===== src/pmic_defines.svh =====
// Register offsets, field positions, reset values and timing counts
`ifndef PMIC_DEFINES_SVH
`define PMIC_DEFINES_SVH

// Register offsets on the internal register port
`define ADDR_CTRL        5'h03
`define ADDR_COMM        5'h0C
`define ADDR_LED         5'h0D
`define ADDR_ADC         5'h0E
`define ADDR_DBG         5'h0F

// Control register fields
`define CTRL_CONV_EN     11
`define CTRL_CLK_HI      7
`define CTRL_CLK_LO      6

// Pin-control register fields
`define COMM_HOST_MODE   8
`define COMM_L_DRV       6
`define COMM_R_DRV       5
`define COMM_OWNER       4
`define COMM_L_IN        3
`define COMM_R_IN        2
`define COMM_L_OUT       1
`define COMM_R_OUT       0

// Indicator register fields
`define LED_ST_HI        13
`define LED_ST_LO        10
`define LED_ARR_HI       2
`define LED_ARR_LO       1
`define LED_OVR          0

// Converter register fields
`define ADC_RES_HI       15
`define ADC_RES_LO       4
`define ADC_CH_HI        3
`define ADC_CH_LO        1

// Debug register fields and reset values
`define DBG_FILT         15
`define DBG_TO_HI        11
`define DBG_TO_LO        10
`define DBG_FULL         9
`define DBG_FILT_RST     1'b1
`define REG_ZERO         16'h0000

// Converter timing: fastest converter clock and conversion length
`define SYS_CLK_KHZ      100000
`define CONV_CLK_KHZ     2000
`define CONV_DIV_BASE    (`SYS_CLK_KHZ / `CONV_CLK_KHZ)
`define CONV_TICKS       25

`endif


===== src/pmic_pkg.sv =====
// Shared types for the control and status register bank
package pmic_pkg;

  // One access on the internal register port
  typedef struct packed {
    logic        wr;
    logic        rd;
    logic [4:0]  addr;
    logic [15:0] wdata;
  } reg_req_t;

  // Drive of the two communication pins, index 1 left, 0 right
  typedef struct packed {
    logic [1:0] level;
    logic [1:0] drive;
  } comm_drive_t;

  // Converter clock choices
  typedef enum logic [1:0] {
    CONV_2MHZ, CONV_1MHZ, CONV_500KHZ, CONV_250KHZ
  } conv_clk_t;

  // Conversion sequencer states
  typedef enum logic {
    SEQ_IDLE, SEQ_RUN
  } seq_state_t;

endpackage : pmic_pkg


===== src/pmic_comm_led_adc_regs.sv =====
// Communication pin, indicator, converter and debug registers
`timescale 1ns/1ps
`include "pmic_defines.svh"

// Function
// - Bit 4 picks pin owner: hardware path at 0, host registers at 1 when bit 8 is also set.
// - Bits 6 and 5 enable left and right pin drivers.
// - Read-only bits 3 and 2 show sampled left and right pin levels.
// - Bits 1 and 0 set driven levels while that driver is enabled.
// - Indicator bits 13 to 10 turn indicators four down to one on.
// - Bits 2:1 give indicator count: 00 two, 01 three, 10 one, 11 four.
// - Indicator bit 0 hands indicators from hardware to register values.
// - Converter result, 12 bits, reads back in bits 15:4.
// - Bits 3:1 route one of eight inputs to the converter.
// - Debug bit 15 resets to 1 and enables the pad glitch filter.
// - Debug bits 11:10 select the charge timeout.
// - Debug bit 9 set by software shows the full-charge indicator pattern while indicators are in hardware mode.
// - Each conversion takes 25 converter clock periods.
// - Control bit 11 enables conversions and result updates.
// - Control bits 7:6 pick converter clock 2, 1, 0.5 or 0.25 MHz.
// - Pin-control bit 8 enables host governance of the pins.
module pmic_comm_led_adc_regs (
  input  wire logic                  sys_clk,
  input  wire logic                  rst_n,
  input  wire pmic_pkg::reg_req_t    reg_req,
  output logic [15:0]                reg_rdata_q,
  input  wire logic [1:0]            comm_level_in,
  input  wire pmic_pkg::comm_drive_t hw_comm,
  output pmic_pkg::comm_drive_t      comm_pin_q,
  input  wire logic [3:0]            hw_indicator_on,
  input  wire logic [1:0]            hw_indicator_arrangement,
  output logic [3:0]                 indicator_on_q,
  output logic [1:0]                 indicator_arrangement_q,
  input  wire logic [11:0]           conv_result_in,
  output logic [2:0]                 converter_channel_q,
  output logic                       conv_sample_q,
  output logic                       pad_glitch_filter_on_q,
  output logic [1:0]                 charge_timeout_choice_q
);

  // Address match, used for both write and read decode
  function automatic logic addr_hit(input logic [4:0] a,
                                    input logic [4:0] off);
    addr_hit = (a == off);
  endfunction : addr_hit

  logic                 conv_en_q;
  pmic_pkg::conv_clk_t  conv_clk_q;
  logic                 comm_host_mode_on_q;
  logic [1:0]           comm_drive_en_q;
  logic                 comm_owner_select_q;
  logic [1:0]           comm_level_out_q;
  wire logic [1:0]      comm_level_q;
  logic [3:0]           indicator_state_q;
  logic [1:0]           led_arrangement_q;
  logic                 indicator_host_override_q;
  logic [11:0]          conv_result_q;
  logic                 battery_full_q;
  logic                 conv_done;
  logic                 conv_sample;

  // Write strobe decode
  wire logic [15:0] wd     = reg_req.wdata;
  wire logic wr_ctrl = reg_req.wr && addr_hit(reg_req.addr, `ADDR_CTRL);
  wire logic wr_comm = reg_req.wr && addr_hit(reg_req.addr, `ADDR_COMM);
  wire logic wr_led  = reg_req.wr && addr_hit(reg_req.addr, `ADDR_LED);
  wire logic wr_adc  = reg_req.wr && addr_hit(reg_req.addr, `ADDR_ADC);
  wire logic wr_dbg  = reg_req.wr && addr_hit(reg_req.addr, `ADDR_DBG);

  // Register writes; read-only and reserved bits have no storage
  always_ff @(posedge sys_clk or negedge rst_n) begin
    if (!rst_n) begin
      conv_en_q                 <= 1'b0;
      conv_clk_q                <= pmic_pkg::CONV_2MHZ;
      comm_host_mode_on_q       <= 1'b0;
      comm_drive_en_q           <= 2'h0;
      comm_owner_select_q       <= 1'b0;
      comm_level_out_q          <= 2'h0;
      indicator_state_q         <= 4'h0;
      led_arrangement_q         <= 2'h0;
      indicator_host_override_q <= 1'b0;
      converter_channel_q       <= 3'h0;
      pad_glitch_filter_on_q    <= `DBG_FILT_RST;
      charge_timeout_choice_q   <= 2'h0;
      battery_full_q            <= 1'b0;
    end else begin
      if (wr_ctrl) begin
        conv_en_q  <= wd[`CTRL_CONV_EN];
        conv_clk_q <= pmic_pkg::conv_clk_t'(wd[`CTRL_CLK_HI:`CTRL_CLK_LO]);
      end
      if (wr_comm) begin
        comm_host_mode_on_q <= wd[`COMM_HOST_MODE];
        comm_drive_en_q     <= {wd[`COMM_L_DRV], wd[`COMM_R_DRV]};
        comm_owner_select_q <= wd[`COMM_OWNER];
        comm_level_out_q    <= {wd[`COMM_L_OUT], wd[`COMM_R_OUT]};
      end
      if (wr_led) begin
        indicator_state_q         <= wd[`LED_ST_HI:`LED_ST_LO];
        led_arrangement_q         <= wd[`LED_ARR_HI:`LED_ARR_LO];
        indicator_host_override_q <= wd[`LED_OVR];
      end
      if (wr_adc) begin
        converter_channel_q <= wd[`ADC_CH_HI:`ADC_CH_LO];
      end
      if (wr_dbg) begin
        pad_glitch_filter_on_q  <= wd[`DBG_FILT];
        charge_timeout_choice_q <= wd[`DBG_TO_HI:`DBG_TO_LO];
        battery_full_q          <= wd[`DBG_FULL];
      end
    end
  end

  // Pad input filter: a level is taken only after two equal samples
  genvar gi;
  generate
    for (gi = 0; gi < 2; gi = gi + 1) begin : g_pad
      // Local flops keep each process the only writer of its variables
      logic      smp_q;
      logic      lvl_q;
      wire logic agree = (comm_level_in[gi] == smp_q);
      wire logic take  = !pad_glitch_filter_on_q || agree;
      always_ff @(posedge sys_clk or negedge rst_n) begin
        if (!rst_n) begin
          smp_q <= 1'b0;
          lvl_q <= 1'b0;
        end else begin
          smp_q <= comm_level_in[gi];
          if (take) begin
            lvl_q <= comm_level_in[gi];
          end
        end
      end
      assign comm_level_q[gi] = lvl_q;
    end
  endgenerate

  // Pin owner: host needs both the mode enable and the owner select
  wire logic host_owns = comm_owner_select_q && comm_host_mode_on_q;
  wire pmic_pkg::comm_drive_t comm_next = host_owns ?
    pmic_pkg::comm_drive_t'{level: comm_level_out_q,
                            drive: comm_drive_en_q} : hw_comm;

  // Full-charge pattern lights every indicator in hardware mode
  wire logic [3:0] hw_pattern = battery_full_q ? 4'hF :
                                hw_indicator_on;
  wire logic [3:0] ind_next = indicator_host_override_q ?
                              indicator_state_q : hw_pattern;
  wire logic [1:0] arr_next = indicator_host_override_q ?
                              led_arrangement_q : hw_indicator_arrangement;

  // Output flops for pins and indicators
  always_ff @(posedge sys_clk or negedge rst_n) begin
    if (!rst_n) begin
      comm_pin_q              <= '0;
      indicator_on_q          <= 4'h0;
      indicator_arrangement_q <= 2'h0;
    end else begin
      comm_pin_q              <= comm_next;
      indicator_on_q          <= ind_next;
      indicator_arrangement_q <= arr_next;
    end
  end

  // Conversion timing lives in the sequencer
  converter_seq u_seq (
    .sys_clk    (sys_clk),
    .rst_n      (rst_n),
    .enable     (conv_en_q),
    .clk_choice (conv_clk_q),
    .sample_q   (conv_sample),
    .done_q     (conv_done)
  );

  // Whole result taken in one edge so reads never mix old and new bits
  always_ff @(posedge sys_clk or negedge rst_n) begin
    if (!rst_n) begin
      conv_result_q <= 12'h000;
      conv_sample_q <= 1'b0;
    end else begin
      conv_sample_q <= conv_sample;
      if (conv_done && conv_en_q) begin
        conv_result_q <= conv_result_in;
      end
    end
  end

  // Read images; reserved bits read zero
  wire logic [15:0] rd_ctrl = {4'h0, conv_en_q, 3'h0, conv_clk_q, 6'h00};
  wire logic [15:0] rd_comm = {7'h00, comm_host_mode_on_q, 1'b0,
                               comm_drive_en_q, comm_owner_select_q,
                               comm_level_q, comm_level_out_q};
  wire logic [15:0] rd_led  = {2'h0, indicator_state_q, 7'h00,
                               led_arrangement_q,
                               indicator_host_override_q};
  wire logic [15:0] rd_adc  = {conv_result_q, converter_channel_q,
                               1'b0};
  wire logic [15:0] rd_dbg  = {pad_glitch_filter_on_q, 3'h0,
                               charge_timeout_choice_q, battery_full_q,
                               9'h000};
  wire logic [4:0] ra = reg_req.addr;
  wire logic [15:0] rd_mux =
    addr_hit(ra, `ADDR_CTRL) ? rd_ctrl :
    addr_hit(ra, `ADDR_COMM) ? rd_comm :
    addr_hit(ra, `ADDR_LED)  ? rd_led  :
    addr_hit(ra, `ADDR_ADC)  ? rd_adc  :
    addr_hit(ra, `ADDR_DBG)  ? rd_dbg  : `REG_ZERO;

  // Read data held until the next read
  always_ff @(posedge sys_clk or negedge rst_n) begin
    if (!rst_n) begin
      reg_rdata_q <= `REG_ZERO;
    end else if (reg_req.rd) begin
      reg_rdata_q <= rd_mux;
    end
  end

  // Host-owned pins follow the register bits one edge later
  host_pin_drive_a: assert property (
    @(posedge sys_clk) disable iff (!rst_n)
    ##1 $past(host_owns) |-> comm_pin_q ==
      {$past(comm_level_out_q), $past(comm_drive_en_q)})
    else $error("host-owned pins not following registers");

  // Hardware-owned pins follow the hardware path
  hw_pin_drive_a: assert property (
    @(posedge sys_clk) disable iff (!rst_n)
    ##1 !$past(host_owns) |-> comm_pin_q == $past(hw_comm))
    else $error("hardware-owned pins not following hardware path");

  // Override hands indicators to register states
  led_override_a: assert property (
    @(posedge sys_clk) disable iff (!rst_n)
    ##1 $past(indicator_host_override_q) |->
      indicator_on_q == $past(indicator_state_q))
    else $error("indicator override not applied");

  // Full battery lights all in hardware mode
  full_pattern_a: assert property (
    @(posedge sys_clk) disable iff (!rst_n)
    ##1 ($past(battery_full_q) && !$past(indicator_host_override_q))
      |-> indicator_on_q == 4'hF)
    else $error("full-charge pattern not shown");

  // Result only changes when a conversion ends
  result_atomic_a: assert property (
    @(posedge sys_clk) disable iff (!rst_n)
    !$stable(conv_result_q) |-> $past(conv_done))
    else $error("result changed outside conversion end");

  // Writes to the result register leave the result alone
  ro_write_a: assert property (
    @(posedge sys_clk) disable iff (!rst_n)
    (wr_adc && !conv_done) |=> $stable(conv_result_q))
    else $error("write disturbed read-only result");

  // Unfiltered pads report the level seen one edge earlier
  pad_bypass_a: assert property (
    @(posedge sys_clk) disable iff (!rst_n)
    !pad_glitch_filter_on_q |=> comm_level_q == $past(comm_level_in))
    else $error("pad level not sampled");

  // Debug read shows filter, timeout and full flag in place
  dbg_read_a: assert property (
    @(posedge sys_clk) disable iff (!rst_n)
    (reg_req.rd && addr_hit(ra, `ADDR_DBG)) |=>
      reg_rdata_q == {$past(pad_glitch_filter_on_q), 3'h0,
                      $past(charge_timeout_choice_q),
                      $past(battery_full_q), 9'h000})
    else $error("debug register read wrong");

endmodule : pmic_comm_led_adc_regs


===== src/converter_seq.sv =====
// Converter clock divider and conversion sequencer
`timescale 1ns/1ps
`include "pmic_defines.svh"

module converter_seq (
  input  wire logic              sys_clk,
  input  wire logic              rst_n,
  input  wire logic              enable,
  input  wire pmic_pkg::conv_clk_t clk_choice,
  output logic                   sample_q,
  output logic                   done_q
);

  logic [8:0]           div_q;
  logic [4:0]           tick_q;
  pmic_pkg::seq_state_t state_q;
  logic [8:0]           div_limit;
  logic                 tick;
  logic                 last_tick;

  // Slower choices double the divide each step
  assign div_limit = 9'(`CONV_DIV_BASE << clk_choice) - 9'h001;
  assign tick      = (state_q == pmic_pkg::SEQ_RUN) && (div_q == div_limit);
  assign last_tick = tick && (tick_q == 5'(`CONV_TICKS - 1));

  // Divider and tick count; disabling drops the running conversion
  always_ff @(posedge sys_clk or negedge rst_n) begin
    if (!rst_n) begin
      state_q  <= pmic_pkg::SEQ_IDLE;
      div_q    <= 9'h000;
      tick_q   <= 5'h00;
      sample_q <= 1'b0;
      done_q   <= 1'b0;
    end else begin
      sample_q <= 1'b0;
      done_q   <= 1'b0;
      case (state_q)
        pmic_pkg::SEQ_IDLE: begin
          div_q  <= 9'h000;
          tick_q <= 5'h00;
          if (enable) begin
            state_q  <= pmic_pkg::SEQ_RUN;
            sample_q <= 1'b1;
          end
        end
        pmic_pkg::SEQ_RUN: begin
          if (!enable) begin
            state_q <= pmic_pkg::SEQ_IDLE;
          end else if (tick) begin
            div_q <= 9'h000;
            if (last_tick) begin
              tick_q   <= 5'h00;
              done_q   <= 1'b1;
              sample_q <= 1'b1;          // Next conversion starts at once
            end else begin
              tick_q <= tick_q + 5'h01;
            end
          end else begin
            div_q <= div_q + 9'h001;
          end
        end
        default: state_q <= pmic_pkg::SEQ_IDLE;
      endcase
    end
  end

  // A result comes only after the last of the converter periods
  done_at_last_a: assert property (
    @(posedge sys_clk) disable iff (!rst_n)
    done_q |-> $past(tick_q) == 5'(`CONV_TICKS - 1))
    else $error("conversion ended before its last period");

  // No result while the converter is off
  done_needs_en_a: assert property (
    @(posedge sys_clk) disable iff (!rst_n)
    done_q |-> $past(enable))
    else $error("conversion result while converter disabled");

  // Fastest clock: one tick after the divider has passed its top minus one
  fast_tick_a: assert property (
    @(posedge sys_clk) disable iff (!rst_n)
    (tick && enable && clk_choice == pmic_pkg::CONV_2MHZ)
      |-> $past(div_q) == 9'(`CONV_DIV_BASE - 2))
    else $error("converter clock divide wrong");

endmodule : converter_seq


===== config.mk =====
export PLATFORM = sky130hd
export DESIGN_NAME = pmic_comm_led_adc_regs
export DESIGN_NICKNAME = d
export VERILOG_FILES = /design/src/pmic_pkg.sv /design/src/pmic_comm_led_adc_regs.sv /design/src/converter_seq.sv
export VERILOG_INCLUDE_DIRS = /design/src
export SDC_FILE = /design/constraint.sdc
export NUM_CORES = 1
export LEC_CHECK = 0
export BUFFER_PORTS_ARGS = -buffer_cell sky130_fd_sc_hd__buf_2
export CORE_ASPECT_RATIO = 1.75
export CORE_MARGIN = 3
export CORE_UTILIZATION = 27
export DETAILED_ROUTE_END_ITERATION = 10
export HOLD_SLACK_MARGIN = 0.15
export PLACE_DENSITY = 0.47
export SLEW_MARGIN = 20
export SYNTH_ARGS = -nofsm -noshare
export SYNTH_HDL_FRONTEND = slang
export SYNTH_SLANG_ARGS = --single-unit

===== constraint.sdc =====
create_clock -name sys_clk -period 3.8 [get_ports sys_clk]
set_input_delay 0.76 -clock sys_clk [delete_from_list [all_inputs] [get_ports sys_clk]]
set_output_delay 0.76 -clock sys_clk [all_outputs]
set_load 0.02 [all_outputs]

==> results by group <==
Drt
  – ANT nets after route: 0
  – Drt pass-1 iters: 4
  – # DRC: 0
  – DR vias/cell: 4.72
  – Drt first-iter violations: 99
  – WL final: slightly below 10 mm
  – Total number of vias: 2800
  – Routed WL per cell: between 15 and 20 µm

Setup path
  – CP arrival: around 2.3 ns
  – Startpoint types: flip-flop
  – Worst setup path category: reg -> reg
  – CP startpoint: conv_clk_q[1]$_DFFE_PN0P_
  – R2R depth: 6
  – R2R Path Start: conv_clk_q[1]$_DFFE_PN0P_
  – CP Max Fanout: 9
  – Reg-to-reg setup timing slack: about 1.7 ns
  – Critical Path Sink Type: flip-flop
  – Critical R2R Capture: u_seq.sample_q$_DFF_PN0_
  – CP required: ~4.1 ns

Timing
  – Clock Skew: ~0.0064 ns
  – Worst slew pin tran: 0.685 ns
  – Slew Limit Fails: 0
  – Final hold viol count: 0
  – RSZ-0062 raised after global routing: no
  – Max-slew headroom: 0.543
  – Final setup vio count: 0
  – Tcrit/Tclk final: 0.550
  – Fin Setup TNS: 0 ns
  – Tmin final: roughly 2.1 ns
  – Final worst setup slack: 1.71 ns
  – F_max: approximately 480 MHz

CTS
  – CTS resizes: 0
  – H-tree depth: 3
  – CTS Buffer Depth: 2
  – Clk_lat worst skew: between 0.3 and 0.4 ns
  – CTS tree: built
  – Root Driver: clkbuf_16
  – CTS buffer count: 9
  – Post-CTS setup buffer count: 0
  – CTS Hold Bufs: 0
  – Clock Sinks: between 80 and 90
  – Clock Pin Slew Worst Setup and Hold Paths: approximately 0.06 ns

Logic synthesis
  – Syn. warnings: 0
  – Number of synthesized flops with an enable pin: 0
  – Share of flip-flops with an asynchronous set or reset: 1.00
  – Post-Syn Nets: ~380
  – Register area share after synthesis: 0.539
  – Mean Syn Cell Area: between 10 and 15 µm²
  – Synth Cell Area: around 3900 µm²
  – Syn Inst Count: approximately 330
  – Seq cells post-synth: 83
  – Yosys cell types: 50
  – Main synth FF type: dfrtp_1

Global route
  – Number of global-route vias before repair: just under 3000
  – Grt ovf: 0
  – First-pass GRT wire length: between 15 and 20 mm
  – Initial antenna violation count: 0
  – GRT Overall Usage: 0.132
  – Largest net degree at the start of global routing: 53

Finish
  – Diode count: 0
  – Synth-to-Final Area Change: 23.9%
  – Nets: 466
  – Register area: roughly 2100 µm²
  – Area of the multi-input gates: about 1700 µm²
  – Cell Count, Final, Fillers Out: about 590
  – Layout fillers: about 1400
  – Share of post-route cells with drive strength above 1: 0.365

Place
  – Pre-CTS setup slack: around 1.3 ns
  – HPWL reported at the end of detailed placement: 7.49 mm
  – Dpl cells: roughly 580
  – Buffers on Ports: 80
  – Gpl congestion: between 0.7 and 0.8

Pwr
  – Pwr/cell area: about 500 nW/µm²
  – Worst vdd ir: roughly 200 µV
  – Leak: approximately 2.2 nW

Hold path
  – HP Start: u_seq.sample_q$_DFF_PN0_
  – Worst Hold Depth: 0
  – Hold path endpoint: conv_sample_q$_DFF_PN0_
  – Min-Delay Path Class: reg -> reg

Die
  – Core area: approximately 14000 µm²
  – Die Ht: approximately 160 µm
  – Cell row count: 57
  – Ports: slightly above 80
  – Die area: around 16000 µm²
  – Die Wd: about 96 µm
  – Initial core utilization: 0.277

Job
  – Max-cap violations: 0

Status
  – Outcome: finished clean
-- per-layer routing --
| metal | part of all wire | track usage | up-vias |
|---|---|---|---|
| li1 | - | - | 1333 |
| met1 | 0.38 | 0.152 | 1406 |
| met2 | 0.56 | 0.236 | 50 |
| met3 | 0.036 | 0.0266 | 11 |
| met4 | 0.015 | 0.0511 | 0 |
| met5 | 0 | 0 | - |
-- cells in the final DEF, fill, tap and decap left out, drive strengths merged, types with 3 or more instances in the layout --
master and n:
and3b 3, nand2b 4, ha 6, or3 3, nor4 3, xor2 5, and3 4, o22ai 16
inv 19, o31ai 3, xnor2 5, nand2 22, mux2 44, nand3 9, dfrtp 82, a22oi 4
nor2 21, and2 3, clkbuf 12, mux2i 10, buf 82, nor3 6, o21ai 8, a21oi 16
nand4 6
-- through the flow --
stage / hold WS [ns] / total power [W] / util / area, µm²
after floorplan: 0.331 / 0.00131 / - / 3850
final: 0.352 / 0.00240 / 0.343 / 4770
after global routing: 0.368 / 0.00251 / 0.343 / 4770
after CTS: 0.354 / 0.00244 / 0.343 / 4770
after global placement: 0.332 / 0.00145 / 0.320 / 4450
after detailed placement: 0.340 / 0.00146 / 0.320 / 4450
-- sequential cells by signal, indices dropped and copies added, names as in the netlist, 3 cells and up --
name	count
comm_pin_q	4
u_seq.div_q	9
indicator_on_q	4
reg_rdata_q	16
converter_channel_q	3
conv_result_q	12
u_seq.tick_q	5
indicator_state_q	4
-- kinds of logic after synthesis --
| group | after synthesis | synth area share |
|---|---|---|
| simple gates | 91 | 0.129 |
| flops | 83 | 0.539 |
| compound gates | 55 | 0.0954 |
| mux | 54 | 0.154 |
| buf+inv | 29 | 0.0312 |
| xor+xnor | 10 | 0.0315 |
| fa+ha+maj | 6 | 0.0195 |
-- worst max-delay path, cell delays in order (launching register included) --
cell     delay, ns
dfrtp_1       0.53
inv_1         0.09
ha_1          0.35
xnor2_4       0.21
nand3_4       0.15
or4_1         0.52
a21oi_1       0.17
-- cells in the mapped netlist (2+ instances only) --
cell type	number	share of area
a2111oi_0	2	0.0045
a21oi_1	16	0.021
a22oi_1	4	0.0078
and2_1	3	0.0049
and3_1	3	0.0049
and3b_1	2	0.0045
buf_2	6	0.0078
clkbuf_1	3	0.0029
dfrtp_1	82	0.53
ha_1	6	0.019
inv_1	19	0.019
mux2_1	2	0.0058
mux2_2	42	0.12
mux2i_1	10	0.026
nand2_1	21	0.020
nand2b_1	4	0.0065
nand3_1	8	0.010
nand3b_1	2	0.0039
nand4_1	6	0.0097
nor2_1	21	0.020
nor2b_1	2	0.0032
nor3_1	5	0.0065
nor4_1	2	0.0032
o21ai_0	8	0.010
o22ai_1	15	0.024
o31ai_1	2	0.0039
or3_1	3	0.0049
xnor2_1	2	0.0045
xnor2_2	2	0.0084
xor2_1	5	0.011
-- report_power, final --
| group | total, W | switching (W) | internal (W) |
|---|---|---|---|
| registers | 0.00106 | 0.0000846 | 0.000975 |
| logic | 0.000374 | 0.000211 | 0.000163 |
| clock network | 0.000963 | 0.000352 | 0.000611 |
| total | 0.00240 | 0.000647 | 0.00175 |
-- layout make-up --
type,instances,share of cell area
well taps,177,0.0464
inverters,19,0.0149
clock inverters,4,0.0152
multi-input cells,216,0.347
repair buffers,82,0.0875
clock buffers,12,0.0537
flip-flops and latches,83,0.435
-- worst max-delay path by stage --
stage | cells past startpoint | end | slack (ns)
after global routing | 6 | u_seq.sample_q$_DFF_PN0_ | 1.59
after CTS | 4 | led_arrangement_q[1]$_DFFE_PN0P_ | 1.68
after floorplan | 5 | indicator_host_override_q$_DFFE_PN0P_ | 1.86
after detailed placement | 4 | indicator_state_q[2]$_DFFE_PN0P_ | 1.32
after global placement | 5 | conv_clk_q[0]$_DFFE_PN0P_ | 1.39
final | 6 | u_seq.sample_q$_DFF_PN0_ | 1.71
No activity file was read; power rests on OpenSTA's default activity.
